==> src/pkg/rtf_defines.svh <==
// Register map, field positions and timing counts of the timer flag and interrupt block
// Contract
// - Rewriting reload while running may corrupt first period only; later reloads correct.
// - Countdown flag set drives interrupt pin only when countdown interrupt enabled.
// - First period after enable is uncertain by one source tick.
// - Countdown flag set at every period end; only software clears it.
// - Pulse-select picks pulse per event or level following flag for timer sources.
// - Countdown interrupt enable clear blocks pin drive; flag still sets.
// - Countdown register read returns live count, never frozen.
// - 1 Hz and 1/60 Hz periods follow correction-adjusted second chain.
// - Tick, countdown and alarm flags set by events and hold until overwritten.
// - Flag register write ANDs written bits with current flags.
// - Tick flag bit 5, alarm flag bit 3, countdown flag bit 2.
// - Interrupt pin active low; four sources wired-OR together.
// - Correction pulses 1/128 s; alarm follows flag level regardless of mode.
// - Pulsed tick interrupts last 1/64 s, counted as 512 oscillator ticks.
// - Clearing tick flag ends an active tick pulse immediately.
// - Level tick interrupt released on flag clear or both tick enables clear.
// - Countdown pulse width depends on source and whether reload equals one.
// - Flag clear cuts countdown pulse; enable clear releases level countdown drive.
// - With alarm enable set pin tracks alarm flag; clearing flag releases.
// - Writing one to correction interrupt bit shortens active correction pulse.
// - Reload zero stops timer; at count one flag sets and counter reloads.
// - Source select 00 4096 Hz, 01 64 Hz, 10 1 Hz, 11 1/60 Hz default.
// - Minute enable alone ticks per minute; second enable ticks per second.
`ifndef RTF_DEFINES_SVH
`define RTF_DEFINES_SVH

`define RTF_ADDR_CTRL1 8'h00
`define RTF_ADDR_CTRL2 8'h01
`define RTF_ADDR_TCLK 8'h0e
`define RTF_ADDR_COUNT 8'h0f

`define RTF_C1_TRIM_IRQ 2
`define RTF_C2_LONG_TICK 7
`define RTF_C2_SEC_TICK 6
`define RTF_C2_TICK_FLAG 5
`define RTF_C2_PULSE_SEL 4
`define RTF_C2_ALARM_FLAG 3
`define RTF_C2_DONE_FLAG 2
`define RTF_C2_ALARM_IRQ 1
`define RTF_C2_DONE_IRQ 0
`define RTF_TC_RUN 3

`define RTF_SEL_RESET 2'h3
`define RTF_RELOAD_RESET 8'h00

`define RTF_OSC_HZ 32768
`define RTF_DIV_4096 (`RTF_OSC_HZ / 4096)
`define RTF_DIV_64 (`RTF_OSC_HZ / 64)
`define RTF_W_8192 (`RTF_OSC_HZ / 8192)
`define RTF_W_4096 (`RTF_OSC_HZ / 4096)
`define RTF_W_128 (`RTF_OSC_HZ / 128)
`define RTF_W_64 (`RTF_OSC_HZ / 64)

`endif

==> src/pkg/rtf_pkg.sv <==
// Types shared by the timer flag and interrupt block
package rtf_pkg;

	typedef enum logic [1:0] {
		RTF_SRC_4096 = 2'h0,
		RTF_SRC_64 = 2'h1,
		RTF_SRC_1HZ = 2'h2,
		RTF_SRC_MIN = 2'h3
	} rtf_src_t;

	// Incoming single-cycle event strobes from the surrounding clock chain
	typedef struct packed {
		logic osc32kTick;
		logic secTick;
		logic minTick;
		logic alarmMatch;
		logic trimPulse;
	} rtf_evt_t;

	// Host register access, one byte at a time
	typedef struct packed {
		logic wr;
		logic [7:0] addr;
		logic [7:0] wdata;
	} rtf_req_t;

	typedef enum logic {
		RTF_PS_IDLE,
		RTF_PS_ACTIVE
	} rtf_pstate_t;

endpackage

==> src/logic/rtf_countdown.sv <==
// Reloading 8-bit countdown counter
`timescale 1ns/1ns
`include "rtf_defines.svh"
module rtf_countdown (
	input wire logic core_clk, // System clock
	input wire logic rst, // Synchronous reset, active high
	input wire logic run, // Countdown run enable
	input wire logic srcTick, // Selected source clock strobe
	input wire logic reloadWr, // Reload register written this cycle
	input wire logic [7:0] reloadVal, // Reload value n
	output logic [7:0] count, // Live count
	output logic doneEvt // One-cycle strobe at period end
);
	import rtf_pkg::*;

	logic [7:0] count_q;
	logic [7:0] reload_q;
	logic done_q;

	assign count = count_q;
	assign doneEvt = done_q;

	// ====================
	// Reload value
	// Kept here so that later periods never reload from whatever the bus carries now
	always_ff @(posedge core_clk) begin
		if (rst) begin
			reload_q <= `RTF_RELOAD_RESET;
		end else if (reloadWr) begin
			reload_q <= reloadVal;
		end
	end

	// ====================
	// Counter
	always_ff @(posedge core_clk) begin
		done_q <= 1'b0;
		if (rst) begin
			count_q <= `RTF_RELOAD_RESET;
		end else if (reloadWr) begin
			// New value takes effect at once; an in-flight tick may be lost here
			count_q <= reloadVal;
		end else if (run && srcTick && reload_q != 8'h00) begin
			if (count_q <= 8'h01) begin
				count_q <= reload_q;
				done_q <= 1'b1;
			end else begin
				count_q <= count_q - 8'h01;
			end
		end else if (!run) begin
			count_q <= reload_q;
		end
	end
endmodule // rtf_countdown

==> src/logic/rtf_timer_irq.sv <==
// Timer flags, countdown control and open-drain interrupt output
`timescale 1ns/1ns
`include "rtf_defines.svh"
module rtf_timer_irq (
	input wire logic core_clk, // System clock, 10 MHz
	input wire logic rst, // Synchronous reset, active high
	input rtf_pkg::rtf_evt_t evt, // Event strobes from the clock chain
	input rtf_pkg::rtf_req_t req, // Host register write request
	output logic [7:0] regRdata, // Read data for req.addr, one cycle late
	output logic intOut, // Interrupt pin output level, always low
	output logic intOeN // Interrupt pin enable, low while pulling
);
	import rtf_pkg::*;

	// ====================
	// Register state
	logic trimIrqOn_q;
	logic longTickIrqOn_q;
	logic secTickIrqOn_q;
	logic tickFlag_q;
	logic timerIrqPulseSelect_q;
	logic alarmHitFlag_q;
	logic countDoneFlag_q;
	logic alarmIrqOn_q;
	logic countDoneIrqOn_q;
	logic countdownRunEnable_q;
	rtf_src_t countClockSelect_q;
	logic [7:0] reload_q;
	logic [7:0] rdata_q;
	logic intOeN_q;
	logic intOut_q;

	logic wrCtrl1;
	logic wrCtrl2;
	logic wrTclk;
	logic wrCount;

	assign wrCtrl1 = req.wr && req.addr == `RTF_ADDR_CTRL1;
	assign wrCtrl2 = req.wr && req.addr == `RTF_ADDR_CTRL2;
	assign wrTclk = req.wr && req.addr == `RTF_ADDR_TCLK;
	assign wrCount = req.wr && req.addr == `RTF_ADDR_COUNT;

	// ====================
	// Prescaler of the oscillator strobe
	logic [8:0] pre_q;
	logic tick4096;
	logic tick64;

	always_ff @(posedge core_clk) begin
		if (rst) begin
			pre_q <= 9'h000;
		end else if (evt.osc32kTick) begin
			pre_q <= pre_q + 9'h001;
		end
	end

	assign tick4096 = evt.osc32kTick && pre_q[2:0] == 3'(`RTF_DIV_4096 - 1);
	assign tick64 = evt.osc32kTick && pre_q == 9'(`RTF_DIV_64 - 1);

	// ====================
	// Source decoding
	function automatic logic srcStrobe(input rtf_src_t sel, input logic t4096,
		input logic t64, input logic tSec, input logic tMin);
		case (sel)
			RTF_SRC_4096: srcStrobe = t4096;
			RTF_SRC_64: srcStrobe = t64;
			RTF_SRC_1HZ: srcStrobe = tSec;
			RTF_SRC_MIN: srcStrobe = tMin;
			default: srcStrobe = 1'b0;
		endcase
	endfunction

	// Countdown pulse width in oscillator ticks
	function automatic logic [9:0] doneWidth(input rtf_src_t sel, input logic [7:0] n);
		case (sel)
			RTF_SRC_4096: doneWidth = (n == 8'h01) ? 10'(`RTF_W_8192) : 10'(`RTF_W_4096);
			RTF_SRC_64: doneWidth = (n == 8'h01) ? 10'(`RTF_W_128) : 10'(`RTF_W_64);
			default: doneWidth = 10'(`RTF_W_64);
		endcase
	endfunction

	// ====================
	// First-period alignment
	// The slow sources only start counting on a 64 Hz edge after the enable, so the
	// first period of a 1 Hz or minute countdown is shifted by up to 1/64 s; fast
	// sources start on the next source tick and so run n-1 to n ticks.
	logic armed_q;
	logic srcRaw;
	logic srcTick;
	logic slowSrc;

	assign slowSrc = countClockSelect_q == RTF_SRC_1HZ || countClockSelect_q == RTF_SRC_MIN;
	assign srcRaw = srcStrobe(countClockSelect_q, tick4096, tick64, evt.secTick,
		evt.minTick);

	always_ff @(posedge core_clk) begin
		if (rst || !countdownRunEnable_q) begin
			armed_q <= 1'b0;
		end else if (!slowSrc || tick64) begin
			armed_q <= 1'b1;
		end
	end

	assign srcTick = armed_q && srcRaw;

	// ====================
	// Countdown counter
	logic [7:0] liveCount;
	logic doneEvt;

	rtf_countdown u_countdown (
		.core_clk(core_clk),
		.rst(rst),
		.run(countdownRunEnable_q),
		.srcTick(srcTick),
		.reloadWr(wrCount),
		.reloadVal(req.wdata),
		.count(liveCount),
		.doneEvt(doneEvt)
	);

	// ====================
	// Control registers
	always_ff @(posedge core_clk) begin
		if (rst) begin
			trimIrqOn_q <= 1'b0;
		end else if (wrCtrl1) begin
			trimIrqOn_q <= req.wdata[`RTF_C1_TRIM_IRQ];
		end
	end

	always_ff @(posedge core_clk) begin
		if (rst) begin
			longTickIrqOn_q <= 1'b0;
			secTickIrqOn_q <= 1'b0;
			timerIrqPulseSelect_q <= 1'b0;
			alarmIrqOn_q <= 1'b0;
			countDoneIrqOn_q <= 1'b0;
		end else if (wrCtrl2) begin
			// Non-flag bits store what was written; rewriting the same values is harmless
			longTickIrqOn_q <= req.wdata[`RTF_C2_LONG_TICK];
			secTickIrqOn_q <= req.wdata[`RTF_C2_SEC_TICK];
			timerIrqPulseSelect_q <= req.wdata[`RTF_C2_PULSE_SEL];
			alarmIrqOn_q <= req.wdata[`RTF_C2_ALARM_IRQ];
			countDoneIrqOn_q <= req.wdata[`RTF_C2_DONE_IRQ];
		end
	end

	always_ff @(posedge core_clk) begin
		if (rst) begin
			countdownRunEnable_q <= 1'b0;
			countClockSelect_q <= rtf_src_t'(`RTF_SEL_RESET);
		end else if (wrTclk) begin
			countdownRunEnable_q <= req.wdata[`RTF_TC_RUN];
			countClockSelect_q <= rtf_src_t'(req.wdata[1:0]);
		end
	end

	// Shadow of the reload value for pulse-width selection
	always_ff @(posedge core_clk) begin
		if (rst) begin
			reload_q <= `RTF_RELOAD_RESET;
		end else if (wrCount) begin
			reload_q <= req.wdata;
		end
	end

	// ====================
	// Event flags
	logic tickEvt;
	logic keepTick;
	logic keepAlarm;
	logic keepDone;

	// Second enable overrides minute enable
	assign tickEvt = secTickIrqOn_q ? evt.secTick : (longTickIrqOn_q && evt.minTick);

	// A zero written clears, a one keeps; an event in the same cycle still sets
	assign keepTick = !wrCtrl2 || req.wdata[`RTF_C2_TICK_FLAG];
	assign keepAlarm = !wrCtrl2 || req.wdata[`RTF_C2_ALARM_FLAG];
	assign keepDone = !wrCtrl2 || req.wdata[`RTF_C2_DONE_FLAG];

	always_ff @(posedge core_clk) begin
		if (rst) begin
			tickFlag_q <= 1'b0;
		end else begin
			tickFlag_q <= (tickFlag_q && keepTick) || tickEvt;
		end
	end

	always_ff @(posedge core_clk) begin
		if (rst) begin
			alarmHitFlag_q <= 1'b0;
		end else begin
			alarmHitFlag_q <= (alarmHitFlag_q && keepAlarm) || evt.alarmMatch;
		end
	end

	always_ff @(posedge core_clk) begin
		if (rst) begin
			countDoneFlag_q <= 1'b0;
		end else begin
			// No hardware path clears this flag
			countDoneFlag_q <= (countDoneFlag_q && keepDone) || doneEvt;
		end
	end

	// ====================
	// Pulse generators: 0 tick, 1 countdown, 2 correction
	logic [2:0] pStart;
	logic [2:0] pKill;
	logic [9:0] pWidth [3];
	logic [2:0] pActive;

	assign pStart[0] = tickEvt;
	assign pWidth[0] = 10'(`RTF_W_64);
	assign pKill[0] = !keepTick;

	assign pStart[1] = doneEvt;
	assign pWidth[1] = doneWidth(countClockSelect_q, reload_q);
	assign pKill[1] = !keepDone;

	assign pStart[2] = evt.trimPulse;
	assign pWidth[2] = 10'(`RTF_W_128);
	assign pKill[2] = wrCtrl1 && req.wdata[`RTF_C1_TRIM_IRQ];

	genvar gi;
	generate
		for (gi = 0; gi < 3; gi++) begin : g_pulse
			rtf_pstate_t st_q;
			logic [9:0] left_q;

			always_ff @(posedge core_clk) begin
				// A fresh event outranks a clear in the same cycle, as for the flags
				if (rst) begin
					st_q <= RTF_PS_IDLE;
					left_q <= 10'h000;
				end else if (pStart[gi]) begin
					st_q <= RTF_PS_ACTIVE;
					left_q <= pWidth[gi];
				end else if (pKill[gi]) begin
					st_q <= RTF_PS_IDLE;
					left_q <= 10'h000;
				end else begin
					case (st_q)
						RTF_PS_IDLE: begin
							left_q <= 10'h000;
						end
						RTF_PS_ACTIVE: begin
							if (evt.osc32kTick) begin
								left_q <= left_q - 10'h001;
								if (left_q <= 10'h001) begin
									st_q <= RTF_PS_IDLE;
								end
							end
						end
						default: begin
							st_q <= RTF_PS_IDLE;
						end
					endcase
				end
			end

			assign pActive[gi] = st_q == RTF_PS_ACTIVE;
		end
	endgenerate

	// ====================
	// Interrupt request merge
	logic tickReq;
	logic doneReq;
	logic alarmReq;
	logic trimReq;
	logic anyReq;

	always_comb begin
		if (timerIrqPulseSelect_q) begin
			tickReq = pActive[0] && (longTickIrqOn_q || secTickIrqOn_q);
			doneReq = pActive[1] && countDoneIrqOn_q;
		end else begin
			tickReq = tickFlag_q && (longTickIrqOn_q || secTickIrqOn_q);
			doneReq = countDoneFlag_q && countDoneIrqOn_q;
		end
	end

	// Alarm has no pulse form; the pin follows the flag directly
	assign alarmReq = alarmHitFlag_q && alarmIrqOn_q;
	assign trimReq = pActive[2] && trimIrqOn_q;
	// Wired-OR: while one source pulls low the others cannot be seen
	assign anyReq = tickReq || doneReq || alarmReq || trimReq;

	// The pin lags its cause by one cycle, far below any pulse width
	always_ff @(posedge core_clk) begin
		if (rst) begin
			intOeN_q <= 1'b1;
		end else begin
			intOeN_q <= !anyReq;
		end
	end

	always_ff @(posedge core_clk) begin
		if (rst) begin
			intOut_q <= 1'b0;
		end else begin
			intOut_q <= 1'b0;
		end
	end

	assign intOut = intOut_q;
	assign intOeN = intOeN_q;

	// ====================
	// Read-back
	logic [7:0] ctrl2View;

	always_comb begin
		ctrl2View = 8'h00;
		ctrl2View[`RTF_C2_LONG_TICK] = longTickIrqOn_q;
		ctrl2View[`RTF_C2_SEC_TICK] = secTickIrqOn_q;
		ctrl2View[`RTF_C2_TICK_FLAG] = tickFlag_q;
		ctrl2View[`RTF_C2_PULSE_SEL] = timerIrqPulseSelect_q;
		ctrl2View[`RTF_C2_ALARM_FLAG] = alarmHitFlag_q;
		ctrl2View[`RTF_C2_DONE_FLAG] = countDoneFlag_q;
		ctrl2View[`RTF_C2_ALARM_IRQ] = alarmIrqOn_q;
		ctrl2View[`RTF_C2_DONE_IRQ] = countDoneIrqOn_q;
	end

	// The count is sampled while it runs; a read may straddle a decrement
	always_ff @(posedge core_clk) begin
		if (rst) begin
			rdata_q <= 8'h00;
		end else begin
			case (req.addr)
				`RTF_ADDR_CTRL1: rdata_q <= 8'(trimIrqOn_q) << `RTF_C1_TRIM_IRQ;
				`RTF_ADDR_CTRL2: rdata_q <= ctrl2View;
				`RTF_ADDR_TCLK: rdata_q <= {4'h0, countdownRunEnable_q, 1'b0,
					countClockSelect_q};
				`RTF_ADDR_COUNT: rdata_q <= liveCount;
				default: rdata_q <= 8'h00;
			endcase
		end
	end

	assign regRdata = rdata_q;
endmodule // rtf_timer_irq

==> config.mk <==
export PLATFORM = sky130hd
export DESIGN_NAME = rtf_timer_irq
export DESIGN_NICKNAME = d
export VERILOG_FILES = /design/src/pkg/rtf_pkg.sv /design/src/logic/rtf_countdown.sv /design/src/logic/rtf_timer_irq.sv
export VERILOG_INCLUDE_DIRS = /design/src /design/src/pkg
export SDC_FILE = /design/constraint.sdc
export NUM_CORES = 1
export LEC_CHECK = 0
export ABC_CLOCK_PERIOD_IN_PS = 5470
export BUFFER_PORTS_ARGS = -buffer_cell sky130_fd_sc_hd__buf_2
export CAP_MARGIN = 20
export CORE_UTILIZATION = 45
export CTS_CLUSTER_SIZE = 12
export DETAILED_ROUTE_END_ITERATION = 6
export GPL_ROUTABILITY_DRIVEN = 1
export PLACE_DENSITY = 0.74
export SYNTH_ARGS = -nofsm -noshare
export SYNTH_HDL_FRONTEND = slang
export SYNTH_SLANG_ARGS = --single-unit
==> constraint.sdc <==
create_clock -name core_clk -period 5.47 [get_ports core_clk]
set_input_delay 1.094 -clock core_clk [delete_from_list [all_inputs] [get_ports core_clk]]
set_output_delay 1.094 -clock core_clk [all_outputs]
set_load 0.02 [all_outputs]
==> results of run 1 <==
kinds of logic (layout without fill, tap and decap cells):
group	count (synthesis)	in the layout	share of synthesized area, %
other	1	1	0.0954
XOR/XNOR	29	29	6.46
AO/OA/AOI/OAI	95	95	16.2
buffers and inverters	39	68	4.11
flip-flops	81	81	41.3
AND/OR/NAND/NOR	202	202	26.0
adder cells (fa/ha/maj)	11	11	3.50
multiplexers	9	9	2.36
per-stage QoR:
stage / setup WS [ps] / hold slack (ps) / utilization, % / cell area [sq um] / instances
2_1_floorplan: 2880 / 442 / - / 3930 / 467
3_3_place_gp: 2350 / 456 / 49.6 / 4140 / 585
3_5_place_dp: 2250 / 469 / 49.6 / 4140 / 585
4_1_cts: 2620 / 481 / 52.2 / 4350 / 601
5_1_grt: 2490 / 499 / 52.2 / 4350 / 601
6_report: 2600 / 481 / 52.2 / 4350 / 601
power groups by stage:
stage	sequential (mW)	clock [mW]	combinational, mW
5_1_grt	0.599	0.495	0.0745
3_5_place_dp	0.613	0	0.0668
2_1_floorplan	0.611	0	0.0452
4_1_cts	0.599	0.468	0.0672
3_3_place_gp	0.612	0	0.0654
6_report	0.599	0.458	0.0675
metal layers:
metal	wire, um	track usage (%)
met1	4040	28.5
met2	4260	34.2
met3	651	5.66
met4	195	6.09
met5	0	0
worst max-delay path by stage:
| stage | start | endpoint | slack, ps | cells after the start |
|---|---|---|---|---|
| finish | req[13] | u_countdown.count[2] | 2600 | 7 |
| floorplan | req[13] | g_pulse[1].left_q[6] | 2880 | 7 |
| detailed placement | req[13] | u_countdown.count[5] | 2250 | 7 |
| global placement | req[13] | u_countdown.count[5] | 2350 | 7 |
| global route | req[13] | u_countdown.count[5] | 2490 | 7 |
| CTS | req[13] | u_countdown.count[5] | 2620 | 7 |
tightest hold or removal path, cell delays in order, from the launching register on:
cell,delay (ps)
sky130_fd_sc_hd__dfxtp_1,330
sky130_fd_sc_hd__nand2_1,60
sky130_fd_sc_hd__a21oi_1,50
registers in the layout, indices dropped and copies added, names as in the netlist, 2 cells and up:
name,count
g_pulse.st_q,3
countClockSelect_q,2
reload_q,8
regRdata,8
g_pulse.left_q,30
pre_q,9
u_countdown.count,8
layout make-up:
cell class	count	area [sq um]	area share, %
timing repair buffer	33	168	3.85
multi-input combinational	347	2150	49.3
tap	105	131	3.02
sequential	81	1620	37.3
inverter	19	71.3	1.64
clock inverter	5	62.6	1.44
clock buffer	11	151	3.48
cells in the mapped netlist, types with 5 or more instances:
cell type	instances
sky130_fd_sc_hd__nor3_1	17
sky130_fd_sc_hd__a22oi_1	12
sky130_fd_sc_hd__xor2_1	14
sky130_fd_sc_hd__mux2i_1	7
sky130_fd_sc_hd__or3_1	7
sky130_fd_sc_hd__ha_1	11
sky130_fd_sc_hd__inv_1	18
sky130_fd_sc_hd__nand2_1	47
sky130_fd_sc_hd__a21oi_1	35
sky130_fd_sc_hd__xnor2_1	15
sky130_fd_sc_hd__nor4_1	6
sky130_fd_sc_hd__dfxtp_1	81
sky130_fd_sc_hd__a211oi_1	5
sky130_fd_sc_hd__nand3_1	19
sky130_fd_sc_hd__clkbuf_1	13
sky130_fd_sc_hd__nor2_1	65
sky130_fd_sc_hd__o21ai_0	11
sky130_fd_sc_hd__nand4_1	5
sky130_fd_sc_hd__a32oi_1	5
sky130_fd_sc_hd__and3_1	5
==> key figures, run 1 <==
Placed design
  – Post-detail-place hpwl: 6720 um
  – Buffers on Ports: 32
  – Weighted congestion reported at the end of routability-driven placement: approximately 0.9

Timing
  – Setup repair after global routing missed its margin: no
  – Part of the cycle the worst path needs: 52.4%
  – Final Hold Vio Count: 0
  – Setup Total Neg Slack: 0 ps
  – Top achievable clock speed: ~350 MHz
  – Clock skew: about 11 ps
  – Setup-violating endpoint count in the final report: 0
  – Fin. max-slew vios: 0
  – Slew HR: between 50% and 60%
  – Final worst path period need: approximately 2900 ps
  – Worst-margin pin slew: between 600 and 700 ps

Synth
  – Leading register cell type out of synthesis: sky130_fd_sc_hd__dfxtp_1
  – Post-synth EDFFs: 0
  – Count of distinct cell types in the synthesized netlist: 62
  – Leading post-synthesis cells by cell area: sky130_fd_sc_hd__dfxtp_1, sky130_fd_sc_hd__nor2_1, sky130_fd_sc_hd__nand2_1
  – Warnings, synthesis: 0
  – Dominant cell type by area after synthesis: sky130_fd_sc_hd__dfxtp_1
  – Total standard cell area after synthesis: 3930 sq um
  – Async set or reset register ratio after synthesis: 0%
  – Post-synthesis cell count: between 400 and 500
  – Area share of the leading cell type in the synthesized netlist: approximately 41%
  – Synthesized Nets: about 500
  – Number of synthesized register bits: between 80 and 90
  – Mean instance size in the synthesized netlist: 8.42 sq um
  – Sequential-to-total area share from yosys stat: approximately two fifths

Floorplanning
  – Initial Util: 47.1%
  – FP Rows: 33
  – Count of boundary I/O pins: 34
  – Core outline area: 8340 sq um
  – Area of the die: 9110 sq um
  – Floorplan die width: around 95 um
  – Die Span Y: between 90 and 100 um

Hold path
  – Origin of the worst min-delay path: reload_q[6]
  – Hold Crit Endpoint: reload_q[6]
  – Class of the tightest hold or removal check: register to register
  – Worst Hold Depth: 2

Detailed routing
  – Total vias in the final route: roughly 3.5k
  – Routed Antenna Nets: 0
  – Initial DRC count: 173
  – Residual DRC count: 0
  – Average detailed-routed wire length per instance: about 15 um
  – Vias per cell: ~5.8
  – First-pass detailed-route iteration total: 5
  – Post-Route WL: a little over 9000 um

Setup path
  – Series of cell instances along the critical path: buf_2 > nor4_4 > nand3_1 > nand2_1 > nor2_1 > a32oi_1 > o21ai_0
  – Depth of the worst register-to-register path: 10
  – Setup slack on the worst flop-to-flop path: between 3000 and 4000 ps
  – Delay of the slowest critical-path stage: between 500 and 600 ps
  – Crit path arrival time: 3080 ps
  – Launching element type of the critical path: input pin
  – Type of the setup path with the least slack: input pin to register
  – Cell type of the slowest stage on the worst timing path: sky130_fd_sc_hd__nand3_1
  – Required arrival time at the worst endpoint: ~5700 ps
  – Worst setup EP type: register
  – Crit path max fanout: 15
  – Worst reg2reg path endpoint: u_countdown.count[1]
  – RR Startpoint: pre_q[0]
  – Crit path max-delay family: simple AND/OR/NAND/NOR gates
  – Worst path buffer plus inverter count: 1

Clock tree
  – Root cell of the clock tree: sky130_fd_sc_hd__clkbuf_8
  – Clock sink count: around 80
  – Number of gates resized after CTS: 0
  – Number of H-tree levels: 3
  – Hold_buf cts: 0
  – Clock transition time at the flip-flop clock pins of the worst setup and hold paths: 80 ps
  – Clock latency on the worst-skew pair: around 350 ps
  – Maximum clock insertion buffer count: 2
  – Number of buffers inserted during clock tree synthesis: 9
  – Postcts setup bufs: 0
  – Clock tree from TritonCTS: yes

Run
  – Count of maximum capacitance violations: 0

Final layout
  – Area grow syn2layout: 10.8%
  – Commonest cells after routing, fill and taps aside: sky130_fd_sc_hd__dfxtp_1, sky130_fd_sc_hd__nor2_1, sky130_fd_sc_hd__nand2_1
  – Share of final-layout standard cells stronger than drive strength 1: a little over an eighth
  – Antenna diode count: 0
  – Most common cell after layout, fill and taps aside: sky130_fd_sc_hd__dfxtp_1
  – Number of fill cells in the layout: around 790
  – Final nets: about 530

Power
  – Combinational power share: under 10%
  – Power density over the cells: between 200 and 300 nW/um^2
  – Worst IR drop on VDD: roughly 180 uV
  – Cell-internal power: about 0.86 mW
  – Net switching share of the total power: a little under a quarter
  – Sum of internal, switching and leakage power: between 1 and 1.5 mW
  – Switching component of the power: roughly 0.27 mW
  – Part of the power in registers: between 50% and 60%
  – Part of the total power dissipated in the clock network: 40.7%
  – Leakage Power: between 1.5 and 2 nW

GRT
  – Initial antenna violation count: 0
  – GR Overflow Total: 0
  – Global-route wire length before repair: 15100 um
  – Via count of the first global-routing pass: around 3.1k
  – Gr usage total: 21.5%
  – Pin count of the biggest net entering global routing: 47

Outcome
  – Result of the run: finished clean
Power figures use the tool's default switching activity.
==> inputs of run 2 (changes only) <==
--- a/config.mk
+++ b/config.mk
@@ -6,7 +6,8 @@
 export SDC_FILE = /design/constraint.sdc
 export NUM_CORES = 1
 export LEC_CHECK = 0
-export ABC_CLOCK_PERIOD_IN_PS = 5470
+export ABC_AREA = 1
+export ABC_CLOCK_PERIOD_IN_PS = 2700
 export BUFFER_PORTS_ARGS = -buffer_cell sky130_fd_sc_hd__buf_2
 export CAP_MARGIN = 20
 export CORE_UTILIZATION = 45
==> constraint.sdc (replaced) <==
create_clock -name core_clk -period 2.7 [get_ports core_clk]
set_input_delay 0.54 -clock core_clk [delete_from_list [all_inputs] [get_ports core_clk]]
set_output_delay 0.54 -clock core_clk [all_outputs]
set_load 0.02 [all_outputs]
==> run 2 against run 1 <==
Against the previous run: die area is 9.7% higher; clock power up 100%; count of clock-buffer cells in the layout shrank 2; register-to-register slack worse by 2700 ps; critical path type is now register to register.
==> key figures, run 2 <==
Clock tree
  – Number of buffers inserted during clock tree synthesis: 9 (unchanged)
  – Number of H-tree levels: 3 (unchanged)
  – Clock transition time at the flip-flop clock pins of the worst setup and hold paths: 100 ps (+20 ps)
  – Maximum clock insertion buffer count: 2 (unchanged)
  – Clock sink count: 81 (unchanged)
  – Number of gates resized after CTS: 0 (unchanged)
  – Root cell of the clock tree: sky130_fd_sc_hd__clkbuf_8
  – Hold_buf cts: 0 (unchanged)
  – Postcts setup bufs: 0 (unchanged)
  – Clock latency on the worst-skew pair: 360 ps (about the same)
  – Clock tree from TritonCTS: yes

Placed design
  – Buffers on Ports: 32 (unchanged)
  – Weighted congestion reported at the end of routability-driven placement: 0.881 (-4.5%)
  – Total cell area at the placement stage: 4560 sq um (+10%)
  – Post-detail-place hpwl: 7470 um (+11%)

Power
  – Worst IR drop on VDD: 309 uV (+69%)
  – Switching component of the power: 0.602 mW (+130%)
  – Net switching share of the total power: 26.1% (+2.4 points)
  – Combinational power share: 6.6% (+0.6 points)
  – Leakage Power: 2.10 nW (+30%)
  – Part of the power in registers: 52.7% (-0.6 points)
  – Cell-internal power: 1.71 mW (+99%)
  – Part of the total power dissipated in the clock network: 40.7% (about the same)
  – Power density over the cells: 484 nW/um^2 (+87%)

Final layout
  – Area grow syn2layout: 10.4%
  – Multi-input gate area in the final layout: 2270 sq um (+5.7%)
  – Most common cell after layout, fill and taps aside: sky130_fd_sc_hd__nand2_1
  – Combined flip-flop and latch cell area: 1620 sq um (unchanged)
  – Final cell area excluding filler cells: 4770 sq um (+9.5%)
  – Antenna diode count: 0 (unchanged)
  – Registers with the highest flip-flop counts: g_pulse.left_q: 30 flops, pre_q: 9 flops
  – Final nets: 673 (+28%)
  – Commonest cells after routing, fill and taps aside: sky130_fd_sc_hd__nand2_1, sky130_fd_sc_hd__nor2_1, sky130_fd_sc_hd__inv_1, sky130_fd_sc_hd__dfxtp_1, sky130_fd_sc_hd__nand3_1
  – Number of flip-flops under the largest register name: 30 (unchanged)
  – Share of final-layout standard cells stronger than drive strength 1: 14.3% (+1.0 points)
  – Largest register by flop count: g_pulse.left_q
  – Number of fill cells in the layout: 879 (+12%)

Detailed routing
  – Post-Route WL: 10100 um (+10%)
  – Total vias in the final route: 3894 (+12%)
  – Residual DRC count: 0 (unchanged)
  – Initial DRC count: 174 (+0.58%)
  – Vias per cell: 5.04 (-13%)
  – Routed Antenna Nets: 0 (unchanged)
  – First-pass detailed-route iteration total: 7 (+2)
  – Average detailed-routed wire length per instance: 13.0 um (-14%)

Synth
  – Mean instance size in the synthesized netlist: 7.14 sq um (-15%)
  – Number of synthesized register bits: 81 (unchanged)
  – Leading register cell type out of synthesis: sky130_fd_sc_hd__dfxtp_1
  – Synthesized Nets: 640 (+27%)
  – Dominant cell type by area after synthesis: sky130_fd_sc_hd__dfxtp_1
  – Count of distinct cell types in the synthesized netlist: 44 (-29%)
  – Most frequent cells after synthesis: sky130_fd_sc_hd__nand2_1, sky130_fd_sc_hd__nor2_1, sky130_fd_sc_hd__dfxtp_1, sky130_fd_sc_hd__inv_1, sky130_fd_sc_hd__nand3_1
  – Leading post-synthesis cells by cell area: sky130_fd_sc_hd__dfxtp_1, sky130_fd_sc_hd__nand2_1, sky130_fd_sc_hd__nor2_1
  – Most frequently used cell type in the post-synthesis netlist: sky130_fd_sc_hd__nand2_1
  – Post-synth EDFFs: 0 (unchanged)
  – Post-synthesis cell count: 605 (+30%)
  – Sequential-to-total area share from yosys stat: 37.5% (-3.7 points)
  – Total standard cell area after synthesis: 4320 sq um (+9.9%)
  – Area share of the leading cell type in the synthesized netlist: 37.5% (-3.7 points)
  – Async set or reset register ratio after synthesis: 0% (unchanged)
  – Warnings, synthesis: 0 (unchanged)

Floorplanning
  – Area of the die: 10000 sq um (+9.7%)
  – Count of boundary I/O pins: 34 (unchanged)
  – FP Rows: 35 (+6.1%)
  – Initial Util: 46.5% (-0.58 points)
  – Floorplan die width: 100 um (+4.8%)
  – Core outline area: 9280 sq um (+11%)
  – Die Span Y: 100 um (+4.8%)

GRT
  – Global-route wire length before repair: 17200 um (+14%)
  – Initial antenna violation count: 0 (unchanged)
  – GR Overflow Total: 0 (unchanged)
  – Pin count of the biggest net entering global routing: 30 (-36%)
  – Gr usage total: 21.7% (+0.23 points)
  – Via count of the first global-routing pass: 3805 (+21%)

Timing
  – Fin. max-slew vios: 0 (unchanged)
  – Setup repair after global routing missed its margin: no
  – Top achievable clock speed: ~460 MHz
  – Part of the cycle the worst path needs: about four fifths
  – Setup Total Neg Slack: 0 ps (unchanged)
  – Final Hold Vio Count: 0 (unchanged)
  – Final worst path period need: ~2200 ps
  – Clock skew: 10.1 ps (-0.919 ps)
  – Setup-violating endpoint count in the final report: 0 (unchanged)

Setup path
  – Required arrival time at the worst endpoint: 2990 ps (-2690 ps)
  – Crit path max fanout: 11 (-4)
  – Launching element type of the critical path: register
  – Type of the setup path with the least slack: register to register
  – Crit path arrival time: 2480 ps (-600 ps)
  – Worst setup EP type: register

Outcome
  – Result of the run: finished clean

Hold path
  – Class of the tightest hold or removal check: input pin to register

Run
  – Count of maximum capacitance violations: 0 (unchanged)
[run 2: changes by cell type after synthesis, moves of 6 or more]
cell,delta
sky130_fd_sc_hd__inv_1,+63
sky130_fd_sc_hd__a21oi_2,+6
sky130_fd_sc_hd__nor2_1,+27
sky130_fd_sc_hd__nand2_1,+61
sky130_fd_sc_hd__xnor2_1,-9
sky130_fd_sc_hd__clkbuf_1,-10
sky130_fd_sc_hd__o21ai_0,+18
sky130_fd_sc_hd__nand3_1,+20
sky130_fd_sc_hd__nand3_2,+6
sky130_fd_sc_hd__or3_1,-7
sky130_fd_sc_hd__mux2i_1,-7
sky130_fd_sc_hd__a22oi_1,-12
[run 2: cells by family (layout without fill, tap and decap cells)]
| family | Yosys count | after routing | synth area share (%) |
|---|---|---|---|
| other | 1 | 1 | 0.0868 |
| buffers and inverters | 99 | 137 | 9.96 |
| adders and majority gates | 11 | 11 | 3.19 |
| AOI/OAI and AO/OA | 92 | 92 | 12.3 |
| xor gates and xnor gates | 20 | 20 | 4.05 |
| and+or+nand+nor | 301 | 301 | 32.8 |
| DFF | 81 | 81 | 37.5 |
[run 2: layer usage]
metal	vias up	part of all wire, %	GRT usage (%)
met5	-	0	0
met4	0	2.2	8.36
met3	21	6.3	5.43
met2	121	46	35.2
met1	1735	46	27.8
li1	2017	-	-
[run 2: stage by stage]
stage               utilization [%]  hold slack, ps  cells  worst slack, ps  power (mW)
floorplan                         -             445    605              848        1.35
global placement               49.1             458    756              692        1.39
detailed placement             49.1             468    756              571        1.39
CTS                            51.4             421    772              544        2.32
global route                   51.4             419    772              314        2.40
finish                         51.4             432    772              508        2.31
[run 2: area by class of cell]
| type | count | share of cell area (%) |
|---|---|---|
| well taps | 129 | 3.38 |
| flip-flops and latches | 81 | 34.0 |
| clock inverters | 7 | 1.76 |
| multi-input cells | 425 | 47.6 |
| clock buffers | 9 | 2.60 |
| repair buffers | 36 | 3.99 |
| inverters | 85 | 6.69 |
[run 2: power groups by stage]
stage / Combinational, mW / Sequential (mW) / Clock [mW]
2_1_floorplan: 0.109 / 1.24 / 0
3_3_place_gp: 0.148 / 1.24 / 0
3_5_place_dp: 0.150 / 1.24 / 0
4_1_cts: 0.152 / 1.22 / 0.953
5_1_grt: 0.172 / 1.22 / 1.01
6_report: 0.153 / 1.22 / 0.938
[run 2: path summary, 6_finish.rpt]
| check | slack, ps | start | end | depth (start not counted) |
|---|---|---|---|---|
| min | 430 | evt[1] | alarmHitFlag_q | 3 |
| max | 510 | pre_q[0] | u_countdown.count[3] | 10 |
| min reg2reg | 480 | pre_q[7] | pre_q[7] | 2 |
| max reg2reg | 510 | pre_q[0] | u_countdown.count[3] | 10 |
[run 2: critical path: stages, from the launching register on]
cell and delay (ps):
sky130_fd_sc_hd__dfxtp_1 380, sky130_fd_sc_hd__ha_1 190, sky130_fd_sc_hd__nand3_1 100, sky130_fd_sc_hd__nor4_1 240, sky130_fd_sc_hd__ha_1 260, sky130_fd_sc_hd__nand4_2 140
sky130_fd_sc_hd__nand3_4 160, sky130_fd_sc_hd__nand2_4 140, sky130_fd_sc_hd__a21oi_4 250, sky130_fd_sc_hd__nand3_1 130, sky130_fd_sc_hd__a21oi_2 130
==> inputs of run 3 (changes only) <==
--- a/config.mk
+++ b/config.mk
@@ -6,15 +6,15 @@
 export SDC_FILE = /design/constraint.sdc
 export NUM_CORES = 1
 export LEC_CHECK = 0
-export ABC_AREA = 1
-export ABC_CLOCK_PERIOD_IN_PS = 2700
+export ABC_AREA = 0
+export ABC_CLOCK_PERIOD_IN_PS = 2000
 export BUFFER_PORTS_ARGS = -buffer_cell sky130_fd_sc_hd__buf_2
 export CAP_MARGIN = 20
 export CORE_UTILIZATION = 45
 export CTS_CLUSTER_SIZE = 12
 export DETAILED_ROUTE_END_ITERATION = 6
 export GPL_ROUTABILITY_DRIVEN = 1
-export PLACE_DENSITY = 0.74
+export PLACE_DENSITY = 0.76
 export SYNTH_ARGS = -nofsm -noshare
 export SYNTH_HDL_FRONTEND = slang
 export SYNTH_SLANG_ARGS = --single-unit
==> constraint.sdc (replaced) <==
create_clock -name core_clk -period 2 [get_ports core_clk]
set_input_delay 0.4 -clock core_clk [delete_from_list [all_inputs] [get_ports core_clk]]
set_output_delay 0.4 -clock core_clk [all_outputs]
set_load 0.02 [all_outputs]
==> run 3 against run 2 <==
Against the previous run: first-iteration DRC count increased by 41%; sequential share of layout area decreased by 0.34 points; setup slack got worse by 500 ps; critical endpoint is now u_countdown.count[6]; final area increased by 1.2%; hold slack got worse by 160 ps; fmax increased by 10%; clock power increased by 12%.
==> key figures, run 3 (synthesis results as in run 1) <==
Outcome
  – Result of the run: finished clean

Timing
  – Fin. max-slew vios: 0 (unchanged)
  – Setup repair after global routing missed its margin: yes
  – Clock skew: 11.2 ps (+1.13 ps)
  – Worst-margin pin slew: 556 ps
  – Setup-violating endpoint count in the final report: 0 (unchanged)
  – Final Hold Vio Count: 0 (unchanged)
  – Top achievable clock speed: 503 MHz (+10%)
  – Slew HR: 62.8%
  – Final worst path period need: 1990 ps (-202 ps)
  – Setup Total Neg Slack: 0 ps (unchanged)
  – Least setup slack across all paths after layout: 10.2 ps (-498 ps)
  – Part of the cycle the worst path needs: 99.5% (+18 points)

GRT
  – Pin count of the biggest net entering global routing: 46 (+53%)
  – Initial antenna violation count: 0 (unchanged)
  – GR Overflow Total: 0 (unchanged)
  – Gr usage total: 23.4% (+1.8 points)
  – Via count of the first global-routing pass: 3499 (-8.0%)
  – Global-route wire length before repair: 16400 um (-5.0%)

Power
  – Combinational power share: 7.9% (+1.3 points)
  – Net switching share of the total power: 24.5% (-1.6 points)
  – Part of the power in registers: 56.2% (+3.5 points)
  – Leakage Power: 1.88 nW (-11%)
  – Switching component of the power: 0.715 mW (+19%)
  – Power density over the cells: 605 nW/um^2 (+25%)
  – Worst IR drop on VDD: 409 uV (+33%)
  – Cell-internal power: 2.20 mW (+29%)
  – Part of the total power dissipated in the clock network: 35.9% (-4.8 points)

Floorplanning
  – Floorplan die width: 95.5 um (-4.5%)
  – Core outline area: 8340 sq um (-10%)
  – FP Rows: 33 (-5.7%)
  – Initial Util: 47.1% (+0.58 points)
  – Area of the die: 9110 sq um (-8.9%)
  – Count of boundary I/O pins: 34 (unchanged)
  – Die Span Y: 95.5 um (-4.5%)

Setup path
  – Launching element type of the critical path: register
  – Cell type of the slowest stage on the worst timing path: sky130_fd_sc_hd__or4_4
  – Critical path's most frequent cell: sky130_fd_sc_hd__or4_4
  – Required arrival time at the worst endpoint: 2280 ps (-710 ps)
  – Crit path max fanout: 4 (-7)
  – Type of the setup path with the least slack: register to register
  – Series of cell instances along the critical path: or4_4 > or4_4 > nand2_1 > o22ai_2 > a221oi_2
  – Delay of the slowest critical-path stage: 560 ps (+180 ps)
  – Crit path arrival time: 2270 ps (-210 ps)
  – Worst setup EP type: register

Detailed routing
  – First-pass detailed-route iteration total: 6 (-1)
  – Vias per cell: 5.63 (+12%)
  – Total vias in the final route: 3681 (-5.5%)
  – Average detailed-routed wire length per instance: 15.5 um (+19%)
  – Post-Route WL: 10200 um (+0.96%)
  – Routed Antenna Nets: 0 (unchanged)
  – Residual DRC count: 0 (unchanged)
  – Initial DRC count: 245 (+41%)

Placed design
  – Place WS: -119 ps (-690 ps)
  – Buffers on Ports: 32 (unchanged)
  – Total cell area at the placement stage: 4530 sq um (-0.74%)
  – Number of placed instances, taps included: 635 (-16%)
  – Weighted congestion reported at the end of routability-driven placement: 0.970 (+10%)
  – Post-detail-place hpwl: 7300 um (-2.2%)

Final layout
  – Commonest cells after routing, fill and taps aside: sky130_fd_sc_hd__dfxtp_1, sky130_fd_sc_hd__nor2_1, sky130_fd_sc_hd__buf_4
  – Final cell area excluding filler cells: 4820 sq um (+1.2%)
  – Share of final-layout standard cells stronger than drive strength 1: 24.4% (+10 points)
  – Registers with the highest flip-flop counts: g_pulse.left_q: 30 flops, pre_q: 9 flops
  – Antenna diode count: 0 (unchanged)
  – Largest register by flop count: g_pulse.left_q
  – Most common cell after layout, fill and taps aside: sky130_fd_sc_hd__dfxtp_1
  – Number of flip-flops under the largest register name: 30 (unchanged)
  – Number of fill cells in the layout: 741 (-16%)
  – Area grow syn2layout: 22.7%
  – Final nets: 580 (-14%)
  – Non-filler cells, final: 654 (-15%)

Clock tree
  – Clock sink count: 81 (unchanged)
  – Clock tree from TritonCTS: yes
  – Number of buffers inserted during clock tree synthesis: 9 (unchanged)
  – Clock latency on the worst-skew pair: 360 ps (about the same)
  – Root cell of the clock tree: sky130_fd_sc_hd__clkbuf_8
  – Clock transition time at the flip-flop clock pins of the worst setup and hold paths: 80 ps (-20 ps)
  – Maximum clock insertion buffer count: 2 (unchanged)
  – Number of H-tree levels: 3 (unchanged)

Hold path
  – Class of the tightest hold or removal check: input pin to register

Run
  – Count of maximum capacitance violations: 0 (unchanged)
## run 3: cell count changes in the layout (fill, tap and decap cells not counted), sizes merged, moves of 6 or more
cell,change
o21ai,-17
inv,-71
a21oi,-6
xnor2,+9
a22oi,+12
or3,+7
nor2,-35
buf,+51
or4,+6
nand3,-27
mux2i,+7
nand2,-65
## run 3: worst max-delay path: cells and delay by family (launching register included)
kind,cells,cell delay [ps]
simple gates,3,1250
compound gates,2,330
flops,1,320
## run 3: layout make-up
| cell class | count | area, sq um | area share [%] |
|---|---|---|---|
| Clock buffer | 12 | 145 | 3.01 |
| Inverter | 19 | 71.3 | 1.48 |
| Clock inverter | 3 | 17.5 | 0.363 |
| Multi-Input combinational cell | 347 | 2240 | 46.5 |
| Timing Repair Buffer | 87 | 589 | 12.2 |
| Tap cell | 105 | 131 | 2.72 |
| Sequential cell | 81 | 1620 | 33.7 |
## run 3: timing repair
item	4_1_cts	5_1_grt
buffers inserted	0	4
setup endpoints to repair	8	9
hold endpoints to repair	0	0
pin swaps	1	10
hold buffers	0	0
gates cloned	0	0
resized for setup	4	21
## run 3: path summary, 6_finish.rpt
kind	startpoint	end	slack, ps	cells past startpoint
worst max-delay path	u_countdown.count[3]	u_countdown.count[6]	10	5
worst min-delay path	evt[1]	alarmHitFlag_q	280	3
worst min register to register	g_pulse[0].left_q[3]	g_pulse[0].left_q[3]	470	2
worst max register to register	u_countdown.count[3]	u_countdown.count[6]	10	5
## run 3: per-stage QoR
step	utilization (%)	total power, mW	hold slack [ps]
final	57.8	2.92	276
after global routing	57.8	3.03	276
after CTS	56.3	2.93	263
after detailed placement	54.3	1.89	457
after global placement	54.3	1.88	452
after floorplan	-	1.80	442
## run 3: power by group through the flow
stage	sequential, mW	combinational (mW)	clock [mW]
after floorplan	1.67	0.124	0
after detailed placement	1.67	0.215	0
after CTS	1.64	0.216	1.08
after global routing	1.64	0.255	1.13
after global placement	1.67	0.209	0
final	1.64	0.231	1.05
## run 3: layer usage
metal	track usage [%]	share of wire, %	up-vias	wire length [um]
li1	-	-	1814	-
met1	28.5	44	1710	4430
met2	39.4	48	134	4880
met3	6.38	6.0	23	612
met4	8.71	2.4	0	244
met5	0	0	-	0
